==> config.mk <==
export PLATFORM = sky130hd
export DESIGN_NAME = fscs_store
export DESIGN_NICKNAME = d
export VERILOG_FILES = /design/src/pkg/fscs_pkg.sv /design/src/hdl/fscs_store.sv
export SDC_FILE = /design/constraint.sdc
export NUM_CORES = 1
export LEC_CHECK = 0
export ABC_CLOCK_PERIOD_IN_PS = 2800
export BUFFER_PORTS_ARGS = -buffer_cell sky130_fd_sc_hd__buf_2
export CORE_UTILIZATION = 47
export DETAILED_ROUTE_END_ITERATION = 12
export PLACE_DENSITY = 0.75
export SETUP_SLACK_MARGIN = 0.4
export SLEW_MARGIN = 20
export SYNTH_ARGS = -nofsm -noshare
export SYNTH_HDL_FRONTEND = slang
export SYNTH_SLANG_ARGS = --single-unit
==> constraint.sdc <==
create_clock -name clk -period 2.8 [get_ports clk]
set_input_delay 0.14 -clock clk [delete_from_list [all_inputs] [get_ports clk]]
set_output_delay 0.14 -clock clk [all_outputs]
set_load 0.1 [all_outputs]
==> src/pkg/fscs_pkg.sv <==
// Package: constants and types for the configuration byte store
package fscs_pkg;

  // ==========================================================================
  // Byte select of the programming port
  localparam logic [1:0] SEL_LOW  = 2'h0;
  localparam logic [1:0] SEL_HIGH = 2'h1;
  localparam logic [1:0] SEL_EXT  = 2'h2;
  localparam logic [1:0] SEL_LOCK = 2'h3;

  // ==========================================================================
  // Signature space offsets
  localparam logic [1:0] SIG_BYTE0_OFF = 2'h0;
  localparam logic [1:0] SIG_BYTE1_OFF = 2'h1;
  localparam logic [1:0] SIG_BYTE2_OFF = 2'h2;

  // ==========================================================================
  // Default values, 0 means programmed
  localparam logic [7:0] EXT_RESET     = 8'hff;
  localparam logic [7:0] HIGH_RESET    = 8'h99;
  localparam logic [7:0] LOW_RESET     = 8'h62;
  localparam logic [7:0] EXT_USED_MASK = 8'h07;
  localparam logic [7:0] LOCK_RESET    = 8'hff;

  // ==========================================================================
  // Field positions
  localparam int HI_DEBUG_BIT    = 7;
  localparam int HI_SCAN_BIT     = 6;
  localparam int HI_SERIAL_BIT   = 5;
  localparam int HI_WDOG_BIT     = 4;
  localparam int HI_PRESERVE_BIT = 3;
  localparam int HI_BOOT_HI      = 2;
  localparam int HI_BOOT_LO      = 1;
  localparam int HI_VECTOR_BIT   = 0;
  localparam int LO_DIV8_BIT     = 7;
  localparam int LO_SYSTEM_CLOCK_OUTPUT_ENABLE_BIT    = 6;
  localparam int LO_SUT_HI       = 5;
  localparam int LO_SUT_LO       = 4;
  localparam int LO_CKSRC_HI     = 3;
  localparam int LOCK_LB1_BIT    = 0;

  // ==========================================================================
  // Page organisation
  localparam int FLASH_WORD_BITS        = 7;
  localparam int flash_address_top_bit  = 16;
  localparam int EE_BYTE_BITS           = 3;
  localparam int eeprom_address_top_bit = 11;

  // ==========================================================================
  // Decoded configuration, active high after inversion
  typedef struct packed {
    logic [2:0] brownout_level;
    logic       onchip_debug_enable;
    logic       boundary_scan_port_enable;
    logic       serial_download_enable;
    logic       watchdog_force_on;
    logic       eeprom_preserve_on_erase;
    logic [1:0] boot_size;
    logic       reset_vector_select;
    logic       clock_divide_by_eight;
    logic       system_clock_output_enable;
    logic [1:0] startup_time;
    logic [3:0] clock_source;
  } fscs_cfg_s;

  typedef struct packed {
    logic       wr;
    logic       rd;
    logic       sig_rd;
    logic       serial;
    logic [1:0] sel;
    logic [1:0] addr;
    logic [7:0] wdata;
  } fscs_req_s;

endpackage : fscs_pkg

==> src/hdl/fscs_store.sv <==
// Module: fuse bytes, signature space, calibration copy and page split
`timescale 1ns/1ps
// ============================================================================
// Function
// - Fuse reads return 0 for programmed bits and 1 for unprogrammed ones.
// - Extended byte bits 2:0 brown-out level, bits 7:3 always read 1.
// - High bit 7 debug enable off by default, bit 6 scan port on.
// - High bit 5 serial download enable, programmed, unchangeable over serial port.
// - High bit 4 forces watchdog, bit 3 preserves EEPROM; both unprogrammed.
// - High bits 2:1 boot size both programmed; bit 0 reset vector unprogrammed.
// - Low bit 7 divides clock by 8 default on; bit 6 drives clock pin.
// - Low bits 5:4 start-up time, default unprogrammed then programmed.
// - Low bits 3:0 clock source default 0010, internal RC at 8MHz.
// - Chip erase leaves all fuse bytes unchanged.
// - Fuse writes refused while memory lock bit 1 is programmed.
// - Fuses latched on programming mode entry, held past the mode end until the next entry or power-up.
// - EEPROM-preserve fuse acts at once when programmed, even in programming mode.
// - Fuses also latched at power-up in normal mode.
// - Three signature bytes at 0x000-0x002, readable always, even when locked.
// - Calibration byte sits in high byte of signature address 0x000.
// - Each reset copies the calibration byte into the oscillator calibration register.
// - Flash is 1024 pages of 128 words, PC 6:0 word, 16:7 page.
// - EEPROM is 512 pages of 8 bytes, address 2:0 byte, 11:3 page.
module fscs_store
  import fscs_pkg::*;
#(
  parameter logic [7:0] SIG_BYTE0 = 8'h5a, // Arbitrary identification value
  parameter logic [7:0] SIG_BYTE1 = 8'ha5, // Arbitrary identification value
  parameter logic [7:0] SIG_BYTE2 = 8'h3c, // Arbitrary identification value
  parameter logic [7:0] CAL_BYTE  = 8'h80
)(
  input  wire logic                          clk,
  input  wire logic                          rst,
  input  wire logic                          clk_en,
  input  wire logic                          prog_mode,
  input  wire fscs_req_s                     req,
  input  wire logic                          chip_erase,
  input  wire logic [7:0]                    lock_byte,
  input  wire logic [flash_address_top_bit:0]  pc,
  input  wire logic [eeprom_address_top_bit:0] ee_addr,
  output logic [7:0]                         rdata,
  output logic                               rvalid,
  output logic                               wr_refused,
  output fscs_cfg_s                          cfg,
  output logic [7:0]                         rc_oscillator_calibration_reg,
  output logic [FLASH_WORD_BITS-1:0]         flash_word_in_page,
  output logic [flash_address_top_bit-FLASH_WORD_BITS:0] flash_page_index,
  output logic [EE_BYTE_BITS-1:0]            eeprom_byte_in_page,
  output logic [eeprom_address_top_bit-EE_BYTE_BITS:0]   eeprom_page_index
);

  // ==========================================================================
  // Stored bytes; a programmed bit is held as 0
  logic [7:0] ext_q;
  logic [7:0] high_q;
  logic [7:0] low_q;
  logic [7:0] ext_lat_q;
  logic [7:0] high_lat_q;
  logic [7:0] low_lat_q;
  logic       prog_mode_q;
  logic       powerup_q;
  logic       locked;
  logic       wr_ok;
  logic       wr_low;
  logic       wr_high;
  logic       wr_ext;
  logic [7:0] high_wdata;
  logic [7:0] ext_wdata;
  logic       mode_entry;
  logic       powerup_latch;
  logic       latch_now;
  logic       preserve_now;
  logic [7:0] fuse_rdata;
  logic [7:0] sig_rdata;

  // ==========================================================================
  // Write qualification
  // Only lock bit 1 blocks fuse writes
  // Writes to the lock byte are ignored; the lock bits live outside this block
  assign locked  = ~lock_byte[LOCK_LB1_BIT];
  assign wr_ok   = clk_en & req.wr & ~locked;
  assign wr_low  = wr_ok & (req.sel == SEL_LOW);
  assign wr_high = wr_ok & (req.sel == SEL_HIGH);
  assign wr_ext  = wr_ok & (req.sel == SEL_EXT);

  // ==========================================================================
  // Write data shaping
  // The serial port cannot reach the download enable, or it could lock itself out
  always_comb
  begin
    high_wdata = req.wdata;
    if (req.serial)
    begin
      high_wdata[HI_SERIAL_BIT] = high_q[HI_SERIAL_BIT];
    end
  end

  // Unused extended bits are forced to 1 on the way in
  assign ext_wdata = req.wdata | ~EXT_USED_MASK;

  // ==========================================================================
  // Non-volatile image; reset models the factory state since rst is power-up here
  // Chip erase has no path into these bytes at all
  always_ff @(posedge clk)
  begin
    if (rst)
    begin
      low_q <= LOW_RESET;
    end
    else if (wr_low)
    begin
      low_q <= req.wdata;
    end
  end

  always_ff @(posedge clk)
  begin
    if (rst)
    begin
      high_q <= HIGH_RESET;
    end
    else if (wr_high)
    begin
      high_q <= high_wdata;
    end
  end

  always_ff @(posedge clk)
  begin
    if (rst)
    begin
      ext_q <= EXT_RESET;
    end
    else if (wr_ext)
    begin
      ext_q <= ext_wdata;
    end
  end

  // ==========================================================================
  // Latch events: entry to programming mode, and the first enabled cycle after
  // power-up when starting in normal mode
  always_ff @(posedge clk)
  begin
    if (rst)
    begin
      prog_mode_q <= 1'b0;
      powerup_q   <= 1'b1;
    end
    else if (clk_en)
    begin
      prog_mode_q <= prog_mode;
      powerup_q   <= 1'b0;
    end
  end

  assign mode_entry    = prog_mode & ~prog_mode_q;
  assign powerup_latch = powerup_q & ~prog_mode;
  assign latch_now     = clk_en & (mode_entry | powerup_latch);
  // A programmed preserve fuse acts at once; un-programming waits for a latch
  assign preserve_now  = clk_en & ~high_q[HI_PRESERVE_BIT];

  // ==========================================================================
  // Latched copies; they move on latch events, and the preserve bit also when it is programmed, so consumers never glitch
  always_ff @(posedge clk)
  begin
    if (rst)
    begin
      ext_lat_q <= EXT_RESET;
    end
    else if (latch_now)
    begin
      ext_lat_q <= ext_q;
    end
  end

  always_ff @(posedge clk)
  begin
    if (rst)
    begin
      low_lat_q <= LOW_RESET;
    end
    else if (latch_now)
    begin
      low_lat_q <= low_q;
    end
  end

  always_ff @(posedge clk)
  begin
    if (rst)
    begin
      high_lat_q <= HIGH_RESET;
    end
    else if (latch_now)
    begin
      high_lat_q <= high_q;
    end
    else if (preserve_now)
    begin
      high_lat_q[HI_PRESERVE_BIT] <= 1'b0;
    end
  end

  // ==========================================================================
  // Decoded outputs, all from the latched copy
  always_comb
  begin
    cfg.brownout_level             = ~ext_lat_q[2:0];
    cfg.onchip_debug_enable        = ~high_lat_q[HI_DEBUG_BIT];
    cfg.boundary_scan_port_enable  = ~high_lat_q[HI_SCAN_BIT];
    cfg.serial_download_enable     = ~high_lat_q[HI_SERIAL_BIT];
    cfg.watchdog_force_on          = ~high_lat_q[HI_WDOG_BIT];
    cfg.eeprom_preserve_on_erase   = ~high_lat_q[HI_PRESERVE_BIT];
    cfg.boot_size                  = ~high_lat_q[HI_BOOT_HI:HI_BOOT_LO];
    cfg.reset_vector_select        = ~high_lat_q[HI_VECTOR_BIT];
    cfg.clock_divide_by_eight      = ~low_lat_q[LO_DIV8_BIT];
    cfg.system_clock_output_enable = ~low_lat_q[LO_SYSTEM_CLOCK_OUTPUT_ENABLE_BIT];
    cfg.startup_time               = ~low_lat_q[LO_SUT_HI:LO_SUT_LO];
    cfg.clock_source               = ~low_lat_q[LO_CKSRC_HI:0];
  end

  // ==========================================================================
  // Read port; signature reads ignore the lock state
  // Address 3 of the signature space is not populated and reads as all ones
  always_comb
  begin
    case (req.addr)
      SIG_BYTE0_OFF:
      begin
        sig_rdata = req.sel[0] ? CAL_BYTE : SIG_BYTE0;
      end
      SIG_BYTE1_OFF:
      begin
        sig_rdata = SIG_BYTE1;
      end
      SIG_BYTE2_OFF:
      begin
        sig_rdata = SIG_BYTE2;
      end
      default:
      begin
        sig_rdata = 8'hff;
      end
    endcase
  end

  // Raw stored bytes: programmed reads as 0
  always_comb
  begin
    case (req.sel)
      SEL_LOW:
      begin
        fuse_rdata = low_q;
      end
      SEL_HIGH:
      begin
        fuse_rdata = high_q;
      end
      SEL_EXT:
      begin
        fuse_rdata = ext_q | ~EXT_USED_MASK;
      end
      default:
      begin
        fuse_rdata = lock_byte;
      end
    endcase
  end

  // rdata holds until the next read so a slow programmer may still pick it up
  always_ff @(posedge clk)
  begin
    if (rst)
    begin
      rdata <= 8'h00;
    end
    else if (clk_en && req.sig_rd)
    begin
      rdata <= sig_rdata;
    end
    else if (clk_en && req.rd)
    begin
      rdata <= fuse_rdata;
    end
  end

  // Answer strobes, one cycle each
  always_ff @(posedge clk)
  begin
    if (rst)
    begin
      rvalid     <= 1'b0;
      wr_refused <= 1'b0;
    end
    else if (clk_en)
    begin
      rvalid     <= req.rd | req.sig_rd;
      wr_refused <= req.wr & locked;
    end
  end

  // ==========================================================================
  // Calibration copy during every reset; clk_en does not gate it so the
  // oscillator is trimmed even while the clock enable is held low
  always_ff @(posedge clk)
  begin
    if (rst)
    begin
      rc_oscillator_calibration_reg <= CAL_BYTE;
    end
  end

  // ==========================================================================
  // Page split of flash and EEPROM addresses
  // Registered so the split lines up with the other registered outputs
  always_ff @(posedge clk)
  begin
    if (rst)
    begin
      flash_word_in_page <= '0;
      flash_page_index   <= '0;
    end
    else if (clk_en)
    begin
      flash_word_in_page <= pc[FLASH_WORD_BITS-1:0];
      flash_page_index   <= pc[flash_address_top_bit:FLASH_WORD_BITS];
    end
  end

  always_ff @(posedge clk)
  begin
    if (rst)
    begin
      eeprom_byte_in_page <= '0;
      eeprom_page_index   <= '0;
    end
    else if (clk_en)
    begin
      eeprom_byte_in_page <= ee_addr[EE_BYTE_BITS-1:0];
      eeprom_page_index   <= ee_addr[eeprom_address_top_bit:EE_BYTE_BITS];
    end
  end

  // ==========================================================================
  // Chip erase only reaches memories outside this block
  logic unused_erase;
  assign unused_erase = chip_erase;

endmodule : fscs_store

==> summary.txt, run 1 <==
Power and ir drop
  – Comb pwr share: 0.236
  – Power Density: 682.6 nW/um2
  – Clock share of power: 0.347
  – Net Sw Power: 0.0009919 W
  – Internal power: 0.001896 W
  – VDD IR max: 0.0004160 V
  – Sequential Power Share: 0.417
  – Leak Pwr: 1.989 nW
  – Power Total: 0.002888 W
  – Sw Share: 0.3435

Setup path
  – Worst Setup End Kind: flip-flop
  – Worst Path Arrival: 1.71 ns
  – Flop2flop setup slack: 1.34 ns
  – Crit path max fanout: 10
  – Startpoint Class: flip-flop
  – Critical path class: reg2reg
  – Worst EP required: 3.06 ns

CTS
  – CTS tree: yes
  – Worst skew pair latency: 0.34 ns
  – Clock Path Buffers: 2
  – H-tree levels: 3
  – Setup Fix Bufs, Post-CTS: 0
  – Post-CTS Hold Buffers: 0
  – Root Buffer: clkbuf_8
  – CTS resizes: 0
  – Clock-pin slew on the worst setup and hold paths: 0.08 ns
  – CTS Buf Count: 9
  – Clock sinks: 79

Synthesis
  – Post-synth top flop: dfxtp_1
  – Syn_area_per_cell: 9.041 um2
  – Number of synthesized flops with an enable pin: 0
  – Flop and latch count out of synthesis: 79
  – Mapped cell area: 3517 um2
  – Largest cells by area after synthesis: dfxtp_1 45%, mux2i_1 8.5%, o31ai_1 4.3%
  – Post-synth top area share: 0.4497
  – Ys async rst share: 0
  – Post-synth top area cell: dfxtp_1
  – Post-Synthesis Cells: 389
  – Synth cell types: 40
  – Register area share after synthesis: 0.4497
  – Synth warn: 0

Timing
  – Count of final hold-check violations: 0
  – Slew Viols, Final: 0
  – Total negative slack: 0 ns
  – Final min period: 1.459 ns
  – Final setup viols: 0
  – Max frequency: 0.6854 GHz
  – Least-Margin Pin Slew: 0.8031 ns
  – RSZ-0062 raised after global routing: no
  – Clk_skew: 0.009181 ns
  – Slew HR: 0.4640
  – Final period utilization: 0.5211

GRT
  – Initial antenna violation count: 0
  – Gr ovfl total: 0
  – First-pass GRT wire length: 13.51 mm
  – Largest net degree at the start of global routing: 54
  – All-Layer GR Usage: 0.2252
  – Vias in the first global route: 2861

Placed design
  – Placed Instance Area: 3996 um2
  – Routability cong.: 0.8561
  – HPWL after detailed placement: 5.908 mm
  – I/O Buffers: 114
  – Placed Instances: 572

Floorplan
  – Starting Density: 0.4849
  – Cell Rows: 31
  – Die Height: 88.51 um
  – Io pins: 124
  – Die width: 88.51 um
  – Core footprint: 7253 um2
  – Die ar.: 7833 um2

Routing
  – Vias per cell: 5.380
  – DRT Pass-1 Iters: 4
  – DRC: 0
  – WL/cell: 14.30 um
  – Detail Route Antenna Nets: 0
  – Routed WL: 8.396 mm
  – Routed via count: 3158
  – DR iter-0 viols: 185

Layout
  – Post-Layout Cell Count: 587
  – Diodes inserted: 0
  – NumNets Final: 542
  – FILL cells: 690
  – Share of layout cells above drive strength 1: 0.2992
  – Post-route cell area: 4230 um2
  – Layout area overhead: 20.28%

Run status
  – Status: completed

Min path
  – Hold Path Class: in2reg

Job
  – # Max-Cap Violations: 0
## power groups by stage
stage	clock, W	combinational (W)	sequential, W
finish	0.00100	0.000682	0.00120
global route	0.00106	0.000719	0.00121
CTS	0.00102	0.000683	0.00120
detailed placement	0	0.000682	0.00123
global placement	0	0.000674	0.00123
floorplan	0	0.000321	0.00148
## cells by family (layout without fill, tap and decap cells)
kind of cell / after synthesis / after routing / share of synthesized area
AOI/OAI and AO/OA: 108 / 108 / 0.1982
buffers and inverters: 70 / 163 / 0.1060
DFF: 79 / 79 / 0.4497
muxes: 40 / 40 / 0.1174
other: 2 / 8 / 0.002135
and+or+nand+nor: 90 / 90 / 0.1266
## metal layers
metal | part of all wire | up-vias | GRT usage
li1 | - | 1544 | -
met1 | 0.43 | 1462 | 0.2831
met2 | 0.46 | 138 | 0.3636
met3 | 0.089 | 14 | 0.06250
met4 | 0.020 | 0 | 0.09531
met5 | 0 | - | 0
## stage by stage
stage | worst slack (ns) | util | hold WS, ns
floorplan | 1.438 | - | 0.2872
global placement | 1.144 | 0.5510 | 0.3718
detailed placement | 1.055 | 0.5510 | 0.3873
CTS | 1.331 | 0.5832 | 0.02070
global route | 1.164 | 0.5832 | 0.02024
finish | 1.341 | 0.5832 | 0.02783
## registers in the layout (all words and copies together) (netlist names)
register	count
rvalid	1
low_lat_q	8
high_lat_q	8
low_q	8
high_q	8
ext_q	3
flash_word_in_page	7
prog_mode_q	1
powerup_q	1
flash_page_index	10
eeprom_page_index	9
wr_refused	1
eeprom_byte_in_page	3
rdata	8
ext_lat_q	3
## layout by cell type, fill, tap and decap left out, types with 19 or more instances in the layout
cell type,Yosys,layout
a21oi_1,25,25
mux2i_1,30,30
inv_1,29,29
o211ai_1,19,19
nand3_1,28,28
o21ai_0,26,26
o31ai_1,20,20
nor2_1,32,32
buf_2,12,114
dfxtp_1,79,79
## layout make-up
cell class              instances  area [um2]  area share
inverters                      32       120.1     0.02839
flip-flops and latches         79        1582      0.3739
clock inverters                 6       110.1     0.02603
multi-input cells             246        1585      0.3747
clock buffers                   9       123.9     0.02928
repair buffers                116       585.6      0.1384
well taps                      99       123.9     0.02928
## worst max-delay path, cell delays in order, from the launching register on
cell	delay (ns)
dfxtp_1	0.36
nor2b_1	0.55
o21ai_2	0.23
o211ai_1	0.23
## synthesized netlist by cell type, drive strengths merged (3+ instances only)
cell	number
dfxtp	79
nor2	33
buf	31
inv	31
mux2i	30
nand3	28
o21ai	27
a21oi	25
o31ai	20
o211ai	19
mux2	10
clkbuf	7
nand2	7
a31oi	5
nand2b	5
nor2b	4
o221ai	4
nand4	3
## worst paths after layout
| check | start | endpoint | cells past startpoint |
|---|---|---|---|
| worst min register to register | wr_refused | wr_refused | 2 |
| worst max register to register | powerup_q | high_lat_q[0] | 3 |
| worst max-delay path | powerup_q | high_lat_q[0] | 3 |
| worst min-delay path | pc[1] | flash_word_in_page[1] | 3 |
No activity file was read; power rests on OpenSTA's default activity.
==> run 2: changes to the inputs <==
--- a/config.mk
+++ b/config.mk
@@ -5,11 +5,12 @@
 export SDC_FILE = /design/constraint.sdc
 export NUM_CORES = 1
 export LEC_CHECK = 0
-export ABC_CLOCK_PERIOD_IN_PS = 2800
+export ABC_AREA = 1
+export ABC_CLOCK_PERIOD_IN_PS = 1280
 export BUFFER_PORTS_ARGS = -buffer_cell sky130_fd_sc_hd__buf_2
-export CORE_UTILIZATION = 47
+export CORE_UTILIZATION = 44
 export DETAILED_ROUTE_END_ITERATION = 12
-export PLACE_DENSITY = 0.75
+export PLACE_DENSITY = 0.74
 export SETUP_SLACK_MARGIN = 0.4
 export SLEW_MARGIN = 20
 export SYNTH_ARGS = -nofsm -noshare
==> constraint.sdc (replaced) <==
create_clock -name clk -period 1.28 [get_ports clk]
set_input_delay 0.064 -clock clk [delete_from_list [all_inputs] [get_ports clk]]
set_output_delay 0.064 -clock clk [all_outputs]
set_load 0.1 [all_outputs]
==> summary.txt, run 2 <==
Layout
  – Largest register by flop count: flash_page_index
  – Commonest non-fill, non-tap cell in the layout: nor2_1
  – FILL cells: 475 (-31%)
  – Commonest non-fill, non-tap cells in the layout: 93 x nor2_1, 81 x nand2_1, 55 x buf_2
  – Top flop regs: flash_page_index x10, eeprom_page_index x9
  – Diodes inserted: 0 (unchanged)
  – NumNets Final: 673 (+24%)
  – Max FFs per register: 10 (unchanged)
  – Util after Layout: 0.7761 (+0.1928)
  – Share of layout cells above drive strength 1: 0.4516 (+0.1524)
  – Layout area overhead: 68.71%

GRT
  – First-pass GRT wire length: 16.38 mm (+21%)
  – Gr ovfl total: 0 (unchanged)
  – Largest net degree at the start of global routing: 58 (+7.4%)
  – Initial antenna violation count: 0 (unchanged)
  – Vias in the first global route: 3465 (+21%)
  – All-Layer GR Usage: 0.2759 (+0.05076)

Routing
  – Routed via count: 3633 (+15%)
  – Vias per cell: 5.053 (-6.1%)
  – DRT Pass-1 Iters: 5 (+1)
  – Detail Route Antenna Nets: 0 (unchanged)
  – WL/cell: 15.01 um (+4.9%)
  – DR iter-0 viols: 256 (+38%)
  – Routed WL: 10.79 mm (+29%)
  – DRC: 0 (unchanged)

Synthesis
  – Number of synthesized flops with an enable pin: 0 (unchanged)
  – Largest cells by area after synthesis: dfxtp_1 47%, nand2_1 11%, nor2_1 11%
  – Post-Synthesis Cells: 458 (+18%)
  – Flop and latch count out of synthesis: 79 (unchanged)
  – Post-synth top area cell: dfxtp_1
  – Post-synth top area share: 0.4715 (+0.02180)
  – Post-synth top flop: dfxtp_1
  – Top post-synthesis cells by count: 94 x nand2_1, 94 x nor2_1, 79 x dfxtp_1, 58 x o21ai_0, 34 x inv_1
  – Mapped cell area: 3354 um2 (-4.6%)
  – Synth warn: 0 (unchanged)
  – Ys async rst share: 0 (unchanged)
  – Syn_area_per_cell: 7.324 um2 (-19%)
  – Register area share after synthesis: 0.4715 (+0.02180)
  – Synth cell types: 25 (-38%)

Power and ir drop
  – VDD IR max: 0.0006613 V (+59%)
  – Leak Pwr: 2.527 nW (+27%)
  – Power Total: 0.006939 W (+140%)
  – Power Density: 1226 nW/um2 (+80%)

Setup path
  – Critical path class: reg2reg
  – Worst Path Arrival: 1.40 ns (-0.31 ns)
  – Worst Setup End Kind: flip-flop
  – Crit path max fanout: 22 (+12)
  – Startpoint Class: flip-flop
  – Reg2Reg Depth: 8 (+5)
  – Worst EP required: 1.57 ns (-1.49 ns)

Run status
  – Status: completed

Timing
  – RSZ-0062 raised after global routing: yes
  – Final period utilization: 0.8722 (+0.3512)
  – Slew Viols, Final: 0 (unchanged)
  – Count of final hold-check violations: 0 (unchanged)
  – Max frequency: 0.8957 GHz (+31%)
  – Total negative slack: 0 ns (unchanged)
  – Final min period: 1.116 ns (-0.3425 ns)
  – Clk_skew: 0.008356 ns (-0.0008245 ns)
  – Final setup viols: 0 (unchanged)
  – Final worst slack: 0.1636 ns (-1.178 ns)

CTS
  – Clock sinks: 79 (unchanged)
  – Clock Path Buffers: 2 (unchanged)
  – Root Buffer: clkbuf_8
  – CTS tree: yes
  – Worst skew pair latency: 0.35 ns (about the same)
  – H-tree levels: 3 (unchanged)
  – Clock-pin slew on the worst setup and hold paths: 0.08 ns (about the same)
  – CTS Buf Count: 9 (unchanged)

Placed design
  – I/O Buffers: 114 (unchanged)
  – Routability cong.: 0.9278 (+8.4%)
  – HPWL after detailed placement: 5.972 mm (+1.1%)
  – Pre-CTS setup slack: 0.04516 ns (-1.010 ns)

Min path
  – Hold Path Class: in2reg
  – Min-Delay Path Depth: 5 (+2)

Floorplan
  – Starting Density: 0.4600 (-0.02489)
  – Core footprint: 7292 um2 (+0.53%)
  – Die width: 89.32 um (+0.92%)
  – Die ar.: 7977 um2 (+1.8%)
  – Die Height: 89.32 um (+0.92%)
  – Io pins: 124 (unchanged)
  – Cell Rows: 31 (unchanged)

Job
  – # Max-Cap Violations: 0 (unchanged)
-- run 2: kinds of logic after synthesis --
kind of cell | share of synthesized area
buffers and inverters | 0.1160
AOI/OAI and AO/OA | 0.1261
other | 0.002239
DFF | 0.4715
and+or+nand+nor | 0.2842
-- run 2: what timing repair did --
action                                  in CTS  in global routing
pin swaps                                    0                 15
gates resized for setup                    218                 43
endpoints found under the setup margin      80                 86
hold endpoints to repair                    44                  0
hold buffers                                41                  0
setup buffers                                0                  8
-- run 2: final cells by class --
cell class	instances	area, um2	area share
timing repair buffer	170	1842	0.3254
sequential	79	1775	0.3137
clock buffer	10	127.6	0.02255
tap	99	123.9	0.02189
clock inverter	6	67.56	0.01194
inverter	43	255.2	0.04510
multi-input combinational	312	1468	0.2593
-- run 2: per-stage QoR --
| step | hold slack (ns) | area (um2) | instances |
|---|---|---|---|
| floorplan | 0.1234 | 3597 | 464 |
| global placement | 0.2833 | 4168 | 654 |
| detailed placement | 0.2866 | 4168 | 654 |
| CTS | 0.03480 | 5512 | 711 |
| global route | 0.08072 | 5659 | 719 |
| finish | 0.04486 | 5659 | 719 |
-- run 2: final timing paths --
path,start,slack (ns),endpoint
worst max register to register,prog_mode_q,0.16,high_lat_q[7]
worst min register to register,high_q[2],0.48,high_q[2]
worst min-delay path,lock_byte[6],0.04,rdata[6]
worst max-delay path,prog_mode_q,0.16,high_lat_q[7]
-- run 2: metal layers --
layer | vias to the layer above | share of wire | GRT usage
met1 | 1666 | 0.37 | 0.3104
met2 | 187 | 0.52 | 0.5052
met4 | 0 | 0.039 | 0.1313
li1 | 1742 | - | -
met5 | - | 0 | 0
met3 | 38 | 0.066 | 0.04709
-- run 2: power breakdown --
part	switching [W]	leakage, nW	internal (W)
clock network	0.000945	0.0933	0.000912
logic	0.00156	1.76	0.000764
registers	0.000154	0.676	0.00260
total	0.00266	2.53	0.00428
-- run 2: worst max-delay path, cell delays in order, from the launching register on --
cell and delay (ns):
dfxtp_1 0.33, nand2_1 0.07, inv_1 0.04, nor2_1 0.12
nand2_2 0.08, buf_12 0.17, inv_8 0.10, nand2_1 0.06
nand3_1 0.09
==> run 3: changes to the inputs <==
--- a/config.mk
+++ b/config.mk
@@ -7,7 +7,7 @@
 export LEC_CHECK = 0
 export ABC_AREA = 1
 export ABC_CLOCK_PERIOD_IN_PS = 1280
-export BUFFER_PORTS_ARGS = -buffer_cell sky130_fd_sc_hd__buf_2
+export BUFFER_PORTS_ARGS = -buffer_cell sky130_fd_sc_hd__buf_4
 export CORE_UTILIZATION = 44
 export DETAILED_ROUTE_END_ITERATION = 12
 export PLACE_DENSITY = 0.74
==> summary.txt, run 3 (same netlist as run 2, synthesis figures left out) <==
CTS
  – Root Buffer: clkbuf_8
  – Clock Path Buffers: 2 (unchanged)
  – CTS Buf Count: 9 (unchanged)
  – H-tree levels: 3 (unchanged)
  – CTS tree: yes
  – Clock sinks: 79 (unchanged)
  – Clock-pin slew on the worst setup and hold paths: 0.08 ns (about the same)
  – Worst skew pair latency: 0.35 ns (about the same)

Power and ir drop
  – Leak Pwr: 2.629 nW (+4.0%)
  – Power Density: 1194 nW/um2 (-2.6%)
  – VDD IR max: 0.0007786 V (+18%)

Setup path
  – Critical path origin: powerup_q
  – Worst Path Arrival: 1.41 ns (about the same)
  – Worst R2R End: low_lat_q[4]
  – Crit path max fanout: 8 (-64%)
  – RR Startpoint: powerup_q
  – Worst Setup End Kind: flip-flop
  – Flop2flop setup slack: 0.12 ns (-0.05 ns)
  – Crit path cell chain: nor2_4 > nor2_4 > nand2_4 > buf_6 > o21ai_2 > nor2_1
  – Slowest Stage Delay on Critical Path: 0.42 ns (+0.09 ns)
  – CP dominant cell by count: nor2_4
  – Startpoint Class: flip-flop
  – Critical path class: reg2reg
  – Worst EP required: 1.53 ns (-0.04 ns)
  – Reg2Reg Depth: 6 (-2)
  – CP max-delay cell: dfxtp_1

Layout
  – Commonest non-fill, non-tap cell in the layout: nor2_1
  – Layout area overhead: 76.43%
  – Share of layout cells above drive strength 1: 0.4792 (+0.02755)
  – NumNets Final: 677 (+0.59%)
  – Largest register by flop count: flash_page_index
  – Top flop regs: flash_page_index x10, eeprom_page_index x9
  – Post-route cell area: 5918 um2 (+4.6%)
  – Diodes inserted: 0 (unchanged)
  – Max FFs per register: 10 (unchanged)
  – Commonest non-fill, non-tap cells in the layout: 91 x nor2_1, 79 x nand2_1, 68 x buf_4

Placed design
  – I/O Buffers: 114 (unchanged)
  – Pre-CTS setup slack: 0.1444 ns (+0.09922 ns)
  – HPWL after detailed placement: 5.913 mm (-0.99%)
  – Routability cong.: 0.8763 (-5.6%)
  – Placed Instance Area: 4428 um2 (+6.2%)

Routing
  – Routed WL: 10.67 mm (-1.1%)
  – DRC: 0 (unchanged)
  – Detail Route Antenna Nets: 0 (unchanged)
  – DR iter-0 viols: 237 (-7.4%)
  – WL/cell: 14.76 um (-1.6%)
  – Vias per cell: 4.892 (-3.2%)
  – Routed via count: 3537 (-2.6%)
  – DRT Pass-1 Iters: 5 (unchanged)

Run status
  – Status: completed

Min path
  – Hold Path Class: in2reg
  – Worst Hold End: high_q[5]
  – Min-Delay Path Depth: 4 (-1)
  – Hold Startpoint: req[12]

Floorplan
  – Die Height: 89.32 um (unchanged)
  – Die ar.: 7977 um2 (unchanged)
  – Cell Rows: 31 (unchanged)
  – Core footprint: 7292 um2 (unchanged)
  – Io pins: 124 (unchanged)
  – Starting Density: 0.4600 (unchanged)
  – Die width: 89.32 um (unchanged)

Timing
  – Clk_skew: 0.008754 ns (+0.0003979 ns)
  – Total negative slack: 0 ns (unchanged)
  – WHS: 0.007712 ns (-0.03714 ns)
  – Count of final hold-check violations: 0 (unchanged)
  – Final worst slack: 0.1162 ns (-0.04731 ns)
  – RSZ-0062 raised after global routing: yes
  – Max frequency: 0.8593 GHz (-4.1%)
  – Final setup viols: 0 (unchanged)
  – Final min period: 1.164 ns (+0.04731 ns)
  – Slew Viols, Final: 0 (unchanged)
  – Final period utilization: 0.9092 (+0.03696)

GRT
  – Vias in the first global route: 3312 (-4.4%)
  – Gr ovfl total: 0 (unchanged)
  – All-Layer GR Usage: 0.2678 (-0.008180)
  – First-pass GRT wire length: 15.77 mm (-3.7%)
  – Largest net degree at the start of global routing: 48 (-17%)
  – Initial antenna violation count: 0 (unchanged)

Job
  – # Max-Cap Violations: 0 (unchanged)
-- run 3: changes by cell type in the layout (fill, tap and decap cells not counted), moves of 3 or more --
cell	before	now
buf_8	1	4
buf_4	12	68
buf_2	55	0
o21ai_1	11	3
o21ai_2	2	10
-- run 3: routing by layer --
metal / global-route usage / vias up / part of all wire
met5: 0 / - / 0
met4: 0.1227 / 0 / 0.023
met3: 0.05078 / 19 / 0.050
met2: 0.4872 / 134 / 0.53
met1: 0.3026 / 1636 / 0.39
li1: - / 1748 / -
-- run 3: worst max path at each step --
stage / end / slack, ns / cells past startpoint
global route: low_lat_q[3] / 0.07 / 7
detailed placement: low_lat_q[4] / 0.14 / 7
CTS: cfg[4] / 0.20 / 2
global placement: low_lat_q[4] / 0.18 / 7
finish: low_lat_q[4] / 0.12 / 6
floorplan: high_lat_q[3] / 0.22 / 4
-- run 3: through the flow --
step / instances / util / power (W)
2_1_floorplan: 464 / - / 0.004256
3_3_place_gp: 654 / 0.6072 / 0.004637
3_5_place_dp: 654 / 0.6072 / 0.004660
4_1_cts: 713 / 0.7824 / 0.006985
5_1_grt: 723 / 0.8116 / 0.007303
6_report: 723 / 0.8116 / 0.007067
-- run 3: where the power goes --
part           leakage (nW)  switching, W  internal [W]  total [W]
combinational          1.85       0.00159      0.000842    0.00244
clock                 0.104      0.000914      0.000958    0.00187
sequential            0.678      0.000157       0.00260    0.00276
total                  2.63       0.00267       0.00440    0.00707
-- run 3: cell type report --
type	instances	area (um2)
Inverter	43	255.2
Clock inverter	5	56.30
Timing Repair inverter	1	8.758
Clock buffer	11	141.4
Sequential cell	79	1770
Multi-Input combinational cell	313	1556
Tap cell	99	123.9
Fill cell	425	1374
Timing Repair Buffer	172	2006
-- run 3: worst max-delay path: cells and delay by family, from the launching register on --
| family | cells | cell delay, ns |
|---|---|---|
| AOI/OAI and AO/OA | 1 | 0.11 |
| and+or+nand+nor | 4 | 0.38 |
| DFF | 1 | 0.42 |
| buffers and inverters | 1 | 0.17 |
-- run 3: repair_timing --
action                                  in CTS  in global routing
pin swaps                                    4                 13
gates cloned                                 2                  0
setup buffers                                1                 10
gates resized for setup                    180                 54
endpoints found under the setup margin      79                 85
hold buffers                                40                  0
endpoints found under the hold margin       47                  0
